File: config.mk
export PLATFORM = sky130hd
export DESIGN_NAME = dbs_regs
export DESIGN_NICKNAME = d
export VERILOG_FILES = /design/src/logic/dbs_pkg.sv /design/src/logic/dbs_regs.sv
export SDC_FILE = /design/constraint.sdc
export NUM_CORES = 1
export LEC_CHECK = 0
export BUFFER_PORTS_ARGS = -buffer_cell sky130_fd_sc_hd__buf_4
export CORE_ASPECT_RATIO = 0.6
export CORE_UTILIZATION = 32
export CTS_CLUSTER_DIAMETER = 150
export CTS_CLUSTER_SIZE = 25
export DETAILED_ROUTE_END_ITERATION = 12
export GPL_ROUTABILITY_DRIVEN = 0
export HOLD_SLACK_MARGIN = 0.03
export PLACE_DENSITY = 0.53
export SLEW_MARGIN = 20
export SYNTH_ARGS = -nofsm -noshare
export SYNTH_HDL_FRONTEND = slang
export SYNTH_SLANG_ARGS = --single-unit
File: constraint.sdc
create_clock -name aclk -period 5.1 [get_ports aclk]
set_input_delay 0.765 -clock aclk [delete_from_list [all_inputs] [get_ports aclk]]
set_output_delay 0.765 -clock aclk [all_outputs]
set_load 0.01 [all_outputs]
File: src/logic/dbs_pkg.sv
// Constants for the descriptor base and status register bank
package dbs_pkg;
  localparam int DBS_ADDR_W = 8;
  localparam logic [DBS_ADDR_W-1:0] DBS_RX_BASE_OFS = 8'h18;
  localparam logic [DBS_ADDR_W-1:0] DBS_TX_BASE_OFS = 8'h20;
  localparam logic [DBS_ADDR_W-1:0] DBS_STATUS_OFS = 8'h28;
  localparam logic [DBS_ADDR_W-1:0] DBS_MASK_OFS = 8'h38;
  // Event bit positions inside the status register
  localparam int DBS_EVT_W = 14;
  localparam int DBS_B_TX_DONE = 0;
  localparam int DBS_B_TX_STOP = 1;
  localparam int DBS_B_TX_BUF = 2;
  localparam int DBS_B_JABBER = 3;
  localparam int DBS_B_UNDERFLOW = 5;
  localparam int DBS_B_RX_DONE = 6;
  localparam int DBS_B_RX_BUF = 7;
  localparam int DBS_B_RX_STOP = 8;
  localparam int DBS_B_RX_WDOG = 9;
  localparam int DBS_B_EARLY_TX = 10;
  localparam int DBS_B_TIMER = 11;
  localparam int DBS_B_FATAL = 13;
  // Summary and field positions
  localparam int DBS_B_ABN_SUM = 15;
  localparam int DBS_B_NRM_SUM = 16;
  localparam int DBS_RS_LO = 17;
  localparam int DBS_TS_LO = 20;
  localparam int DBS_EB_LO = 23;
  localparam logic [DBS_EVT_W-1:0] DBS_NORMAL_SET = 14'h0845;
  localparam logic [DBS_EVT_W-1:0] DBS_ABNORMAL_SET = 14'h27AA;
  localparam logic [DBS_EVT_W-1:0] DBS_EVT_USED = 14'h2FEF;
  // Reset values and response codes
  localparam logic [DBS_EVT_W-1:0] DBS_MASK_RESET = 14'h3FFF;
  localparam logic [31:0] DBS_BASE_RESET = 32'h00000000;
  localparam logic [2:0] DBS_PROC_STOPPED = 3'h0;
  localparam logic [1:0] DBS_RESP_OKAY = 2'h0;
  localparam logic [1:0] DBS_RESP_DECERR = 2'h3;
endpackage

File: src/logic/dbs_regs.sv
// Descriptor list base registers, event status register and its mask, behind an AXI4-Lite slave
//
// Local design decision: the AXI4-Lite interface to the registers.
`timescale 1ns/1ns
module dbs_regs
#(
  parameter int ADDR_W = dbs_pkg::DBS_ADDR_W
)
(
  input wire logic aclk,
  input wire logic aresetn,
  input wire logic [ADDR_W-1:0] s_axi_awaddr,
  input wire logic s_axi_awvalid,
  output logic s_axi_awready,
  input wire logic [31:0] s_axi_wdata,
  input wire logic [3:0] s_axi_wstrb,
  input wire logic s_axi_wvalid,
  output logic s_axi_wready,
  output logic [1:0] s_axi_bresp,
  output logic s_axi_bvalid,
  input wire logic s_axi_bready,
  input wire logic [ADDR_W-1:0] s_axi_araddr,
  input wire logic s_axi_arvalid,
  output logic s_axi_arready,
  output logic [31:0] s_axi_rdata,
  output logic [1:0] s_axi_rresp,
  output logic s_axi_rvalid,
  input wire logic s_axi_rready,
  input wire logic tx_complete,
  input wire logic tx_stopped,
  input wire logic tx_buf_unavail,
  input wire logic tx_poll_empty,
  input wire logic tx_jabber,
  input wire logic tx_underflow,
  input wire logic tx_fifo_loaded,
  input wire logic rx_complete,
  input wire logic rx_desc_host_owned,
  input wire logic rx_desc_device_owned,
  input wire logic rx_watchdog,
  input wire logic timer_expired,
  input wire logic sys_error,
  input wire logic [2:0] sys_error_kind,
  input wire logic [2:0] tx_state,
  input wire logic [2:0] rx_state,
  output logic [31:2] rx_list_start,
  output logic [31:2] tx_list_start,
  output logic bus_halt,
  output logic host_irq
);
  import dbs_pkg::*;

  if (ADDR_W < 6 || ADDR_W > 32)
  begin : g_chk
    $error("dbs_regs: ADDR_W must cover offset 0x38 and fit 32 bits");
  end

  logic [31:0] receive_list_base;
  logic [31:0] transmit_list_base;
  logic [DBS_EVT_W-1:0] evt;
  logic [DBS_EVT_W-1:0] evt_mask;
  logic [2:0] error_type_field;
  logic [2:0] rx_state_q;
  logic rx_prev_dev_owned;
  logic [ADDR_W-1:0] aw_addr;
  logic [31:0] w_data;
  logic [3:0] w_strb;
  logic aw_full;
  logic w_full;
  logic wr_go;
  logic [31:0] bmask;
  logic [DBS_EVT_W-1:0] evt_set;
  logic [DBS_EVT_W-1:0] evt_clr;
  logic [DBS_EVT_W-1:0] next_evt;
  logic normal_summary;
  logic abnormal_summary;
  logic rx_enter_stop;
  logic [31:0] status_word;

  // Byte-lane mask built from the held strobes
  assign bmask = {{8{w_strb[3]}}, {8{w_strb[2]}}, {8{w_strb[1]}}, {8{w_strb[0]}}};
  assign wr_go = aw_full && w_full && !s_axi_bvalid;
  // Write address and data are taken in either order and held until the response is accepted
  always_ff @(posedge aclk)
  begin
    if (!aresetn)
    begin
      s_axi_awready <= 1'b1;
      s_axi_wready <= 1'b1;
      aw_full <= 1'b0;
      w_full <= 1'b0;
      aw_addr <= '0;
      w_data <= 32'h00000000;
      w_strb <= 4'h0;
    end
    else
    begin
      if (s_axi_awvalid && s_axi_awready)
      begin
        aw_addr <= s_axi_awaddr;
        aw_full <= 1'b1;
        s_axi_awready <= 1'b0;
      end
      if (s_axi_wvalid && s_axi_wready)
      begin
        w_data <= s_axi_wdata;
        w_strb <= s_axi_wstrb;
        w_full <= 1'b1;
        s_axi_wready <= 1'b0;
      end
      if (s_axi_bvalid && s_axi_bready)
      begin
        aw_full <= 1'b0;
        w_full <= 1'b0;
        s_axi_awready <= 1'b1;
        s_axi_wready <= 1'b1;
      end
    end
  end

  // Write response one cycle after both halves are held; unmapped offsets answer DECERR
  always_ff @(posedge aclk)
  begin
    if (!aresetn)
    begin
      s_axi_bvalid <= 1'b0;
      s_axi_bresp <= DBS_RESP_OKAY;
    end
    else if (wr_go)
    begin
      s_axi_bvalid <= 1'b1;
      if (aw_addr == DBS_RX_BASE_OFS || aw_addr == DBS_TX_BASE_OFS)
        s_axi_bresp <= DBS_RESP_OKAY;
      else if (aw_addr == DBS_STATUS_OFS || aw_addr == DBS_MASK_OFS)
        s_axi_bresp <= DBS_RESP_OKAY;
      else
        s_axi_bresp <= DBS_RESP_DECERR;
    end
    else if (s_axi_bready)
      s_axi_bvalid <= 1'b0;
  end

  // List base registers; software is trusted to write them only while the process is stopped
  always_ff @(posedge aclk)
  begin
    if (!aresetn)
    begin
      receive_list_base <= DBS_BASE_RESET;
      transmit_list_base <= DBS_BASE_RESET;
    end
    else if (wr_go && aw_addr == DBS_RX_BASE_OFS)
      receive_list_base <= (receive_list_base & ~bmask) | (w_data & bmask);
    else if (wr_go && aw_addr == DBS_TX_BASE_OFS)
      transmit_list_base <= (transmit_list_base & ~bmask) | (w_data & bmask);
  end

  // Only bits 31:2 point at the lists; bits 1:0 are kept for readback but never used
  assign rx_list_start = receive_list_base[31:2];
  assign tx_list_start = transmit_list_base[31:2];
  // Mask register: a set bit keeps the event out of both summaries
  always_ff @(posedge aclk)
  begin
    if (!aresetn)
      evt_mask <= DBS_MASK_RESET;
    else if (wr_go && aw_addr == DBS_MASK_OFS)
      evt_mask <= (evt_mask & ~bmask[DBS_EVT_W-1:0]) | (w_data[DBS_EVT_W-1:0] & bmask[DBS_EVT_W-1:0]);
  end

  // Receive process stop detection and descriptor ownership history
  always_ff @(posedge aclk)
  begin
    if (!aresetn)
    begin
      rx_state_q <= DBS_PROC_STOPPED;
      rx_prev_dev_owned <= 1'b1;
    end
    else
    begin
      rx_state_q <= rx_state;
      if (rx_desc_device_owned)
        rx_prev_dev_owned <= 1'b1;
      else if (rx_desc_host_owned)
        rx_prev_dev_owned <= 1'b0;
    end
  end

  assign rx_enter_stop = (rx_state == DBS_PROC_STOPPED) && (rx_state_q != DBS_PROC_STOPPED);
  // Event sources gathered into one set vector
  always_comb
  begin
    evt_set = '0;
    evt_set[DBS_B_TX_DONE] = tx_complete;
    evt_set[DBS_B_TX_STOP] = tx_stopped;
    evt_set[DBS_B_TX_BUF] = tx_buf_unavail && !tx_poll_empty;
    evt_set[DBS_B_JABBER] = tx_jabber;
    evt_set[DBS_B_UNDERFLOW] = tx_underflow;
    evt_set[DBS_B_RX_DONE] = rx_complete;
    evt_set[DBS_B_RX_BUF] = rx_desc_host_owned && rx_prev_dev_owned;
    evt_set[DBS_B_RX_STOP] = rx_enter_stop;
    evt_set[DBS_B_RX_WDOG] = rx_watchdog;
    evt_set[DBS_B_EARLY_TX] = tx_fifo_loaded;
    evt_set[DBS_B_TIMER] = timer_expired;
    evt_set[DBS_B_FATAL] = sys_error;
  end

  // Clears from software ones and from transmit completion; a set in the same cycle wins
  always_comb
  begin
    evt_clr = '0;
    if (wr_go && aw_addr == DBS_STATUS_OFS)
      evt_clr = w_data[DBS_EVT_W-1:0] & bmask[DBS_EVT_W-1:0];
    evt_clr[DBS_B_EARLY_TX] = evt_clr[DBS_B_EARLY_TX] | tx_complete;
    next_evt = ((evt & ~evt_clr) | evt_set) & DBS_EVT_USED;
  end

  // Sticky event bits; reads have no side effect on them
  always_ff @(posedge aclk)
  begin
    if (!aresetn)
      evt <= '0;
    else
      evt <= next_evt;
  end

  // Error kind is caught with the fatal error and halts the bus until the next reset
  always_ff @(posedge aclk)
  begin
    if (!aresetn)
    begin
      error_type_field <= 3'h0;
      bus_halt <= 1'b0;
    end
    else if (sys_error)
    begin
      error_type_field <= sys_error_kind;
      bus_halt <= 1'b1;
    end
  end

  assign normal_summary = |(evt & DBS_NORMAL_SET & ~evt_mask);
  assign abnormal_summary = |(evt & DBS_ABNORMAL_SET & ~evt_mask);
  // State fields are live copies and take no part in the summaries
  always_comb
  begin
    status_word = 32'h00000000;
    status_word[DBS_EVT_W-1:0] = evt;
    status_word[DBS_B_ABN_SUM] = abnormal_summary;
    status_word[DBS_B_NRM_SUM] = normal_summary;
    status_word[DBS_RS_LO +: 3] = rx_state;
    status_word[DBS_TS_LO +: 3] = tx_state;
    status_word[DBS_EB_LO +: 3] = error_type_field;
  end

  // Interrupt follows the summaries one cycle later
  always_ff @(posedge aclk)
  begin
    if (!aresetn)
      host_irq <= 1'b0;
    else
      host_irq <= normal_summary || abnormal_summary;
  end

  // Read channel: one read at a time, data one cycle after the address is taken
  always_ff @(posedge aclk)
  begin
    if (!aresetn)
    begin
      s_axi_arready <= 1'b1;
      s_axi_rvalid <= 1'b0;
      s_axi_rdata <= 32'h00000000;
      s_axi_rresp <= DBS_RESP_OKAY;
    end
    else if (s_axi_arvalid && s_axi_arready)
    begin
      s_axi_arready <= 1'b0;
      s_axi_rvalid <= 1'b1;
      s_axi_rresp <= DBS_RESP_OKAY;
      if (s_axi_araddr == DBS_RX_BASE_OFS)
        s_axi_rdata <= receive_list_base;
      else if (s_axi_araddr == DBS_TX_BASE_OFS)
        s_axi_rdata <= transmit_list_base;
      else if (s_axi_araddr == DBS_STATUS_OFS)
        s_axi_rdata <= status_word;
      else if (s_axi_araddr == DBS_MASK_OFS)
        s_axi_rdata <= {{(32-DBS_EVT_W){1'b0}}, evt_mask};
      else
      begin
        s_axi_rdata <= 32'h00000000;
        s_axi_rresp <= DBS_RESP_DECERR;
      end
    end
    else if (s_axi_rvalid && s_axi_rready)
    begin
      s_axi_rvalid <= 1'b0;
      s_axi_arready <= 1'b1;
    end
  end
endmodule

* Word level (Yosys, flattened, before mapping)
Index checks and enable logic that the tools add are counted.
Cells by class: add/subtract/negate cells 0, multipliers 0, divide/modulo/power cells 0, order comparisons 0, equality and inequality tests 8, shift operators 0, mux-type cells 17, bitwise gates (word level) 19, reductions and logical operators 28
Operator list (number):
- $and 32x32->32 | 3
- $mux 32 | 2
- $or 32x32->32 | 2
- $and 14x14->14 | 4
- $eq 8x6->1 const B | 6
- $not 14->14 | 3
- $not 32->32 | 1
- $mux 14 | 2
- $or 14x14->14 | 2
- $reduce_or 14->1 | 2
- $mux 26 | 1
- $eq 8x5->1 const B | 2
- $and 12x14->14 | 1
- $logic_and 1x1->1 | 14
- $mux 2 | 6
- $mux 1 | 6
- $reduce_bool 2->1 | 2
- $reduce_or 2->1 | 2
- $logic_not 3->1 | 1
- $logic_or 1x1->1 | 3
- $reduce_bool 3->1 | 1
- $logic_not 1->1 | 2
- $not 1->1 | 2
- $reduce_and 2->1 | 1
- $or 1x1->1 | 1
Word-level totals: register bits 188, latch bits 0, RAM bits 0, bits in read-only memories 0, bits of input ports 81, output and inout bits 103, word-level logic and storage cells 95, memories kept 0

* Depth between registers and ports, before layout
Gate-level depths: netlist (run 1).
depth after elaboration 8, gate-level depth with buffers 8, gate-level depth less buffers 5

* Worst setup path after synthesis (run 1)
Ideal clock, no wire load.
path type input port to flip-flop, from input s_axi_araddr[4], to register s_axi_rdata[16], setup time 0.070 ns, data arrival time 2.336 ns, required time 5.030 ns, slack 2.695 ns, stages on the path 6, buffers on the path 2, path through clkbuf_1 or4b_1 or4_1 clkbuf_1 a211o_1 a21oi_1
On the way: longest elaborated chain between the ends 4, elaborated cells on any way between the ends 6, those cells by class 3 x eq/ne; 3 x mux
Ends and longest elaborated chain:
- start, declared | RTL line dbs_regs.sv:22 | input wire logic [ADDR_W-1:0] s_axi_araddr,
- $eq 8x6->1 | RTL line dbs_regs.sv:281 | else if (s_axi_araddr == DBS_STATUS_OFS)
- $mux 26 | RTL line dbs_regs.sv:281
- $mux 32 | RTL line dbs_regs.sv:279 | else if (s_axi_araddr == DBS_TX_BASE_OFS)
- $mux 32 (*) | RTL line dbs_regs.sv:277 | if (s_axi_araddr == DBS_RX_BASE_OFS)
- end signal, assigned | RTL line dbs_regs.sv:278 | s_axi_rdata <= receive_list_base;
- end signal, assigned | RTL line dbs_regs.sv:280 | s_axi_rdata <= transmit_list_base;
- end signal, assigned | RTL line dbs_regs.sv:282 | s_axi_rdata <= status_word;
- end, declared | RTL line dbs_regs.sv:25 | output logic [31:0] s_axi_rdata,
Every way passes the cells marked *; elsewhere a longest branch is shown, timed or not. A chain may end at the register's enable or synchronous reset.

* Final worst setup path (run 1)
from input s_axi_araddr[4], to register s_axi_rdata[27]
On the way: longest elaborated chain between the ends 3, elaborated cells on any way between the ends 4, those cells by class 2 x eq/ne; 2 x mux
Ends and longest elaborated chain (RTL line):
- $eq 8x6->1 | dbs_regs.sv:279
- $mux 32 | dbs_regs.sv:279
- $mux 32 (*) | dbs_regs.sv:277
Marked as above.

==> impl_metrics.env, run 1 <==
export IMPL_hold_start="bus_halt"
export IMPL_ys_seq_area_share_pct=46.8
export IMPL_regToRegStartpoint="aw_addr[0]"
export IMPL_crit_path_end="s_axi_rdata[27]"
export IMPL_p_seq_share_pct=48.7
export IMPL_startpoint="s_axi_araddr[4]"
export IMPL_power_share_switching_pct=24.1
export IMPL_dpl_cell_area_mm2=0.00895
export IMPL_clkTransAtPathRegs_ns=0.07
export IMPL_num_nets_final=1105
export IMPL_dr_pass1_iters=4
export IMPL_critPathKind="input port to flop"
export IMPL_die_area_mm2=0.0253
export IMPL_p_leak_nw=3.89
export IMPL_min_period_ns=2.59
export IMPL_post_cts_buffers=0
export IMPL_grt_start_max_net_pins=119
export IMPL_areaGrowthSynthToFinish_pct=21.3
export IMPL_final_util_pct=39.5
export IMPL_core_area_mm2=0.0242
export IMPL_power_total_mw=3.14
export IMPL_rows=44
export IMPL_drt_wl_total_mm=23.7
export IMPL_p_per_area_mw_per_mm2=329
export IMPL_combPwrFrac_pct=8.4
export IMPL_cap_violations=0
export IMPL_drt_initial_drc_count=413
export IMPL_first_global_vias=5930
export IMPL_clock_sinks=184
export IMPL_drc_errors=0
export IMPL_cts_path_max_buffers=2
export IMPL_synth_top_cell_area_share_pct=46.8
export IMPL_peakVddDrop_mv=0.197
export IMPL_synthesis_nets=1027
export IMPL_grt_usage_pct=18.9
export IMPL_dp_hpwl_mm=17.2
export IMPL_synth_area_leaders="dfxtp_1 47%, nand2_1 8.0%, o21ai_0 7.4%, buf_4 5.9%, nand3_1 5.0%"
export IMPL_cts_resized=0
export IMPL_syn_avg_cell_area_um2=8.33
export IMPL_maxSlewViolCount=0
export IMPL_final_cell_mix="187 x buf_4, 184 x dfxtp_1, 168 x nand2_1"
export IMPL_setup_slack_ns=2.51
export IMPL_cts_tree="done"
export IMPL_synth_largest_area_cell="dfxtp_1"
export IMPL_synth_seq_cells=184
export IMPL_worstMarginPinSlew_ns=0.889
export IMPL_final_common_cell="buf_4"
export IMPL_worst_setup_path_start_kind="input port"
export IMPL_holdPathStages=1
export IMPL_crit_arrival_ns=2.96
export IMPL_clock_skew_ns=0.00880
export IMPL_cts_buffers=17
export IMPL_pre_cts_slack_ns=1.78
export IMPL_boundaryPins=184
export IMPL_clk_latency_ns=0.43
export IMPL_overflow=0
export IMPL_htree_levels=4
export IMPL_final_antenna_net_count=0
export IMPL_drive_above_1_share_pct=22.4
export IMPL_vias=6588
export IMPL_avgRoutedWirePerCell_um=17.5
export IMPL_hold_violations=0
export IMPL_slew_limit_headroom_pct=40.7
export IMPL_crit_required_ns=5.47
export IMPL_hp_class="flop to flop"
export IMPL_p_sw_uw=756
export IMPL_port_buffers=183
export IMPL_outcome="completed"
export IMPL_finalCritPeriodShare_pct=50.8
export IMPL_register_area_mm2=0.00368
export IMPL_internal_power_mw=2.39
export IMPL_worstRegToRegCells=5
export IMPL_finalSetupViolCount=0
export IMPL_cp_end_kind="flop"
export IMPL_ctsHoldBuffers=0
export IMPL_regToRegSetupSlack_ns=2.56
export IMPL_fill_cells=2459
export IMPL_synth_area_mm2=0.00788
export IMPL_die_w_um=205
export IMPL_clockRootBuffer="clkbuf_16"
export IMPL_rsz0062_at_grt="false"
export IMPL_ys_types=42
export IMPL_antenna_found_initial=2
export IMPL_p_clk_share_pct=42.9
export IMPL_multi_input_comb_area_mm2=0.00339
export IMPL_vias_per_cell=4.85
export IMPL_fin_area_mm2=0.00956
export IMPL_fin_setup_tns_ns=0
export IMPL_fmax_ghz=0.386
export IMPL_initial_utilization_pct=32.6
export IMPL_grt_pass1_wl_mm=35.5
export IMPL_crit_fanout=19
export IMPL_synth_cells=946
export IMPL_yosys_warnings=0
export IMPL_die_h_um=124
==> worst max-delay path, cell delays in order <==
cell	delay, ns
buf_4	0.26
nand2_1	0.19
nor4_4	0.57
and2_1	0.82
a221oi_1	0.19
nor2_1	0.15
==> synthesized netlist by cell type, drive strengths merged <==
master and instances:
nor4 5, buf 76, o21a 7, nand2 168
o22ai 5, a31oi 5, or4b 2, inv 19
nand3 81, a22oi 2, nand4 3, or4 2
nand3b 3, nor3b 2, nor3 5, a211o 1
o2111a 1, a21oi 25, and3 3, a221oi 8
and2 11, nand2b 4, nor2 35, o221ai 1
a21boi 48, o21ai 125, nor2b 7, a211oi 13
or3 4, clkbuf 53, dfxtp 184, mux2i 38
==> cell type report <==
type,instances,share of cell area (%)
Clock buffer,24,5.25
Sequential cell,184,38.5
Multi-Input combinational cell,614,35.5
Antenna cell,1,0.0262
Timing Repair Buffer,188,14.8
Inverter,19,0.746
Tap cell,322,4.22
Clock inverter,6,0.943
==> power groups by stage <==
stage               combinational, mW  sequential, mW  clock (mW)
global route                    0.294            1.53        1.44
detailed placement              0.265            1.56           0
floorplan                       0.140            1.55           0
finish                          0.264            1.53        1.35
CTS                             0.266            1.53        1.39
global placement                0.263            1.56           0
==> through the flow <==
stage               hold WS (ns)  instances
detailed placement         0.446       1327
floorplan                  0.434        946
finish                     0.457       1358
CTS                        0.463       1357
global route               0.488       1357
global placement           0.438       1327
==> cells by family after synthesis <==
logic type / after synthesis / share of synthesized area, %
AO/OA/AOI/OAI: 241 / 18.6
buffers and inverters: 148 / 10.4
flip-flops: 184 / 46.8
multiplexers: 38 / 4.83
AND/OR/NAND/NOR: 335 / 19.3
==> metal layers <==
metal | GRT usage, % | part of all wire, % | vias to the layer above
met2 | 24.1 | 38 | 187
met3 | 6.33 | 8.2 | 14
met4 | 4.43 | 0.65 | 2
li1 | - | - | 3338
met5 | 0 | 0.072 | -
met1 | 29.3 | 53 | 3047
==> worst min-delay path by stage <==
stage                     slack (ns)             end
after floorplan                 0.43          evt[7]
after global placement          0.44  s_axi_rdata[9]
after detailed placement        0.45        bus_halt
after CTS                       0.46        bus_halt
after global routing            0.49      w_data[16]
final                           0.46        bus_halt
(Power assumes the default switching activity.)
==> inputs of run 2 (changes only) <==
PLACE_DENSITY = 0.55   (was 0.53)
clock period = 2.2 ns   (was 5.1 ns; I/O delays follow)
==> run 2 against run 1 <==
Compared with the run above:
- die area stayed put
- non-clock buffer count increased by 27
- global-route usage about the same
- register-to-register slack worse by 2.5 ns
- largest power group unchanged
==> impl_metrics.env, run 2 (synthesis results as in run 1) <==
export IMPL_cpPeakStageDelay_ns=0.64
export IMPL_hp_class="input port to flop"
export IMPL_fmax_ghz=0.461
export IMPL_holdWs_ns=0.0741
export IMPL_vias_per_cell=4.79
export IMPL_cts_path_max_buffers=2
export IMPL_first_global_vias=5889
export IMPL_finalCritPeriodShare_pct=98.6
export IMPL_outcome="completed"
export IMPL_cp_end_kind="flop"
export IMPL_core_area_mm2=0.0242
export IMPL_clkTransAtPathRegs_ns=0.07
export IMPL_dr_pass1_iters=6
export IMPL_dpl_cell_area_mm2=0.00920
export IMPL_dr_wl_met2_mm=9.17
export IMPL_num_nets_final=1132
export IMPL_critical_path_cell_chain="or4_4, or3_4, or4b_4, nand3_1, o21ai_2"
export IMPL_cts_tree="done"
export IMPL_dp_hpwl_mm=17.4
export IMPL_avgRoutedWirePerCell_um=17.3
export IMPL_slew_limit_headroom_pct=64.3
export IMPL_crit_buf_inv=0
export IMPL_final_common_cell="buf_4"
export IMPL_drt_initial_drc_count=421
export IMPL_num_antenna_cells=0
export IMPL_grt_usage_pct=18.9
export IMPL_maxSlewViolCount=0
export IMPL_rows=44
export IMPL_clockRootBuffer="clkbuf_16"
export IMPL_ctsHoldBuffers=0
export IMPL_drive_above_1_share_pct=24.8
export IMPL_min_period_ns=2.17
export IMPL_overflow=0
export IMPL_drt_wl_total_mm=24.0
export IMPL_die_area_mm2=0.0253
export IMPL_hold_start="rx_desc_device_owned"
export IMPL_cap_violations=0
export IMPL_finalSetupViolCount=0
export IMPL_antenna_found_initial=1
export IMPL_crit_fanout=16
export IMPL_fin_area_mm2=0.00981
export IMPL_worstRegToRegCells=5
export IMPL_cp_slowest_cell="or4b_4"
export IMPL_port_buffers=183
export IMPL_final_cell_mix="209 x buf_4, 184 x dfxtp_1, 168 x nand2_1"
export IMPL_routed_top_layer="met5"
export IMPL_crit_required_ns=2.53
export IMPL_fill_cells=2469
export IMPL_grt_pass1_wl_mm=35.5
export IMPL_post_cts_buffers=0
export IMPL_met3RoutedLength_mm=1.20
export IMPL_grt_start_max_net_pins=87
export IMPL_wl_met1_mm=13.5
export IMPL_htree_levels=4
export IMPL_regToRegStartpoint="aw_addr[0]"
export IMPL_die_w_um=205
export IMPL_p_leak_nw=4.02
export IMPL_cts_buffers=17
export IMPL_holdPathStages=2
export IMPL_clock_skew_ns=0.0114
export IMPL_worstMarginPinSlew_ns=0.536
export IMPL_die_h_um=124
export IMPL_cp_num_cells=5
export IMPL_rsz0062_at_grt="true"
export IMPL_peakVddDrop_mv=0.489
export IMPL_initial_utilization_pct=32.6
export IMPL_final_antenna_net_count=0
export IMPL_hold_violations=0
export IMPL_p_per_area_mw_per_mm2=744
export IMPL_clock_sinks=184
export IMPL_startpoint="aw_addr[0]"
export IMPL_critical_path_top_delay_family="simple AND/OR/NAND/NOR gates"
export IMPL_vias=6644
export IMPL_clk_latency_ns=0.44
export IMPL_areaGrowthSynthToFinish_pct=24.6
export IMPL_critPathKind="flop to flop"
export IMPL_worst_setup_path_start_kind="flop"
export IMPL_crit_arrival_ns=2.50
export IMPL_boundaryPins=184
export IMPL_drc_errors=0
-- run 2: layer usage --
metal | global-route usage [%] | vias up
met5 | 0 | -
met2 | 23.7 | 165
li1 | - | 3400
met3 | 4.19 | 14
met1 | 31.0 | 3063
met4 | 4.34 | 2
-- run 2: final timing paths --
check,to,slack [ns]
min reg2reg,s_axi_rdata[5],0.46
min,rx_prev_dev_owned,0.07
max reg2reg,flop,0.03
max,flop,0.03
-- run 2: worst reg2reg max path, cell delays in order (launching register included) --
cell,delay (ns)
dfxtp_1,0.31
or4_4,0.53
or3_4,0.37
or4b_4,0.64
nand3_1,0.16
o21ai_2,0.06
-- run 2: power breakdown --
part / switching [mW] / internal (mW) / total (mW) / leakage (nW)
Clock: 1.41 / 1.71 / 3.12 / 0.276
Combinational: 0.340 / 0.288 / 0.628 / 2.24
Sequential: 0.105 / 3.44 / 3.55 / 1.50
Total: 1.85 / 5.44 / 7.30 / 4.02
-- run 2: repair_timing --
action,in CTS,in global routing
setup endpoints to repair,5,38
pin swaps,1,0
resized for setup,0,4
-- run 2: area by class of cell --
type / count / area (um^2) / area share [%]
flip-flops and latches: 184 / 3680 / 37.5
multi-input cells: 614 / 3390 / 34.6
repair buffers: 215 / 1670 / 17.0
clock buffers: 19 / 443 / 4.51
well taps: 322 / 403 / 4.11
clock inverters: 13 / 144 / 1.47
inverters: 19 / 71.3 / 0.727
-- run 2: per-stage QoR --
stage          setup slack, ns  utilization (%)  cells  power (mW)  setup TNS, ns
2_1_floorplan         -0.00558                -    946        3.92        -0.0112
4_1_cts                 0.0269             40.5   1386        7.37              0
6_report                0.0301             40.6   1386        7.30              0
3_5_place_dp          -0.00606             38.1   1354        4.25       -0.00606
3_3_place_gp            0.0187             38.1   1354        4.24              0
5_1_grt                -0.0376             40.6   1386        7.58         -0.249
==> inputs of run 3 (changes only) <==
PLACE_DENSITY = 0.53   (was 0.55)
clock period = 2.46 ns   (was 2.2 ns; I/O delays follow)
==> run 3 against run 2 <==
Compared with the run above:
- combinational power is 11% lower
- global-route usage hardly changed
- via count is 0.60% lower
- register-to-register slack better by 0.13 ns
- power is 8.5% lower
- routed wire length is 0.86% lower
- clock skew is 0.0018 ns higher
- first-iteration DRC count is 1.4% lower
- sequential power is 11% lower
- worst setup slack better by 0.13 ns
- clock power is 5% lower
- design area is 0.79% lower
- critical path type unchanged
- highest routed layer unchanged
==> impl_metrics.env, run 3 (synthesis results as in run 1) <==
export IMPL_multi_input_comb_area_mm2=0.00338
export IMPL_crit_arrival_ns=2.60
export IMPL_final_cell_mix="204 x buf_4, 184 x dfxtp_1, 168 x nand2_1"
export IMPL_final_antenna_net_count=0
export IMPL_worstMarginPinSlew_ns=0.793
export IMPL_vias=6604
export IMPL_post_cts_buffers=0
export IMPL_clock_skew_ns=0.0131
export IMPL_final_common_cell="buf_4"
export IMPL_overflow=0
export IMPL_rsz0062_at_grt="false"
export IMPL_clock_sinks=184
export IMPL_rows=44
export IMPL_port_buffers=183
export IMPL_boundaryPins=184
export IMPL_fmax_ghz=0.436
export IMPL_critPathKind="flop to flop"
export IMPL_drive_above_1_share_pct=24.1
export IMPL_clk_latency_ns=0.43
export IMPL_core_area_mm2=0.0242
export IMPL_cp_end_kind="flop"
export IMPL_crit_required_ns=2.76
export IMPL_drt_wl_total_mm=23.8
export IMPL_clkTransAtPathRegs_ns=0.07
export IMPL_cts_resized=0
export IMPL_cap_violations=0
export IMPL_finalNonFillerCells=1378
export IMPL_worst_setup_path_start_kind="flop"
export IMPL_clockRootBuffer="clkbuf_16"
export IMPL_first_global_vias=5793
export IMPL_fill_cells=2494
export IMPL_areaGrowthSynthToFinish_pct=23.6
export IMPL_dp_cells=1345
export IMPL_p_per_area_mw_per_mm2=686
export IMPL_grt_start_max_net_pins=82
export IMPL_cts_path_max_buffers=2
export IMPL_grt_pass1_wl_mm=35.4
export IMPL_ctsHoldBuffers=0
export IMPL_min_period_ns=2.30
export IMPL_cts_buffers=17
export IMPL_die_area_mm2=0.0253
export IMPL_initial_utilization_pct=32.6
export IMPL_peakVddDrop_mv=0.383
export IMPL_outcome="completed"
export IMPL_finalSetupViolCount=0
export IMPL_p_leak_nw=4.00
export IMPL_die_w_um=205
export IMPL_regToRegStartpoint="aw_addr[0]"
export IMPL_grt_usage_pct=18.9
export IMPL_drc_errors=0
export IMPL_die_h_um=124
export IMPL_htree_levels=4
export IMPL_num_nets_final=1123
export IMPL_drt_initial_drc_count=415
export IMPL_crit_fanout=8
export IMPL_hp_class="input port to flop"
export IMPL_hold_start="rx_desc_device_owned"
export IMPL_vias_per_cell=4.79
export IMPL_dr_pass1_iters=5
export IMPL_startpoint="aw_addr[0]"
export IMPL_slew_limit_headroom_pct=47.2
export IMPL_hold_violations=0
export IMPL_finalCritPeriodShare_pct=93.3
export IMPL_dp_hpwl_mm=17.3
export IMPL_register_area_mm2=0.00368
export IMPL_maxSlewViolCount=0
export IMPL_antenna_found_initial=2
export IMPL_avgRoutedWirePerCell_um=17.3
export IMPL_fin_setup_tns_ns=0
export IMPL_cts_tree="done"
run 3: changes by cell type in the layout (fill, tap and decap cells not counted), moves of 2 or more:
cell | before | now
buf_12 | 4 | 1
clkinvlp_4 | 4 | 1
clkbuf_8 | 1 | 3
buf_4 | 209 | 204
clkinv_4 | 2 | 4
run 3: per-stage QoR:
| stage | instance area [um^2] | hold WS, ns | power (mW) | setup slack, ns | util (%) |
|---|---|---|---|---|---|
| 2_1_floorplan | 7880 | 0.434 | 3.50 | 0.254 | - |
| 3_3_place_gp | 9100 | 0.441 | 3.79 | 0.197 | 37.7 |
| 3_5_place_dp | 9100 | 0.446 | 3.80 | 0.152 | 37.7 |
| 4_1_cts | 9730 | 0.102 | 6.74 | 0.148 | 40.3 |
| 5_1_grt | 9730 | 0.105 | 6.95 | 0.0749 | 40.3 |
| 6_report | 9730 | 0.124 | 6.67 | 0.164 | 40.3 |
run 3: layout make-up:
type / instances / share of cell area, %
Clock buffer: 20 / 4.79
Tap cell: 322 / 4.14
Sequential cell: 184 / 37.8
Multi-Input combinational cell: 614 / 34.7
Antenna cell: 1 / 0.0257
Inverter: 19 / 0.733
Timing Repair Buffer: 206 / 16.1
Clock inverter: 12 / 1.68
run 3: metal layers:
metal	up-vias	part of all wire (%)	wire [um]	global-route usage, %
met5	-	0.072	17	0
met4	2	0.64	153	4.15
met3	12	5.7	1350	4.40
met2	154	37	8860	23.7
met1	3052	56	13400	30.8
li1	3384	-	-	-
run 3: critical path, cell delays in order, from the launching register on:
cell and delay (ns):
dfxtp_1 0.31, or4_4 0.55, or3_4 0.38, or3_1 0.63, mux2i_1 0.23, nand2_1 0.07
run 3: worst paths after layout:
check	slack (ns)	depth (start not counted)	to
max	0.16	5	flop
min	0.12	2	rx_prev_dev_owned
max reg2reg	0.16	5	flop
min reg2reg	0.46	1	bus_halt
run 3: where the power goes:
part / switching [mW] / leakage, nW / total (mW) / internal (mW)
Clock: 1.25 / 0.308 / 2.95 / 1.70
Combinational: 0.306 / 2.19 / 0.557 / 0.251
Sequential: 0.0911 / 1.50 / 3.17 / 3.08
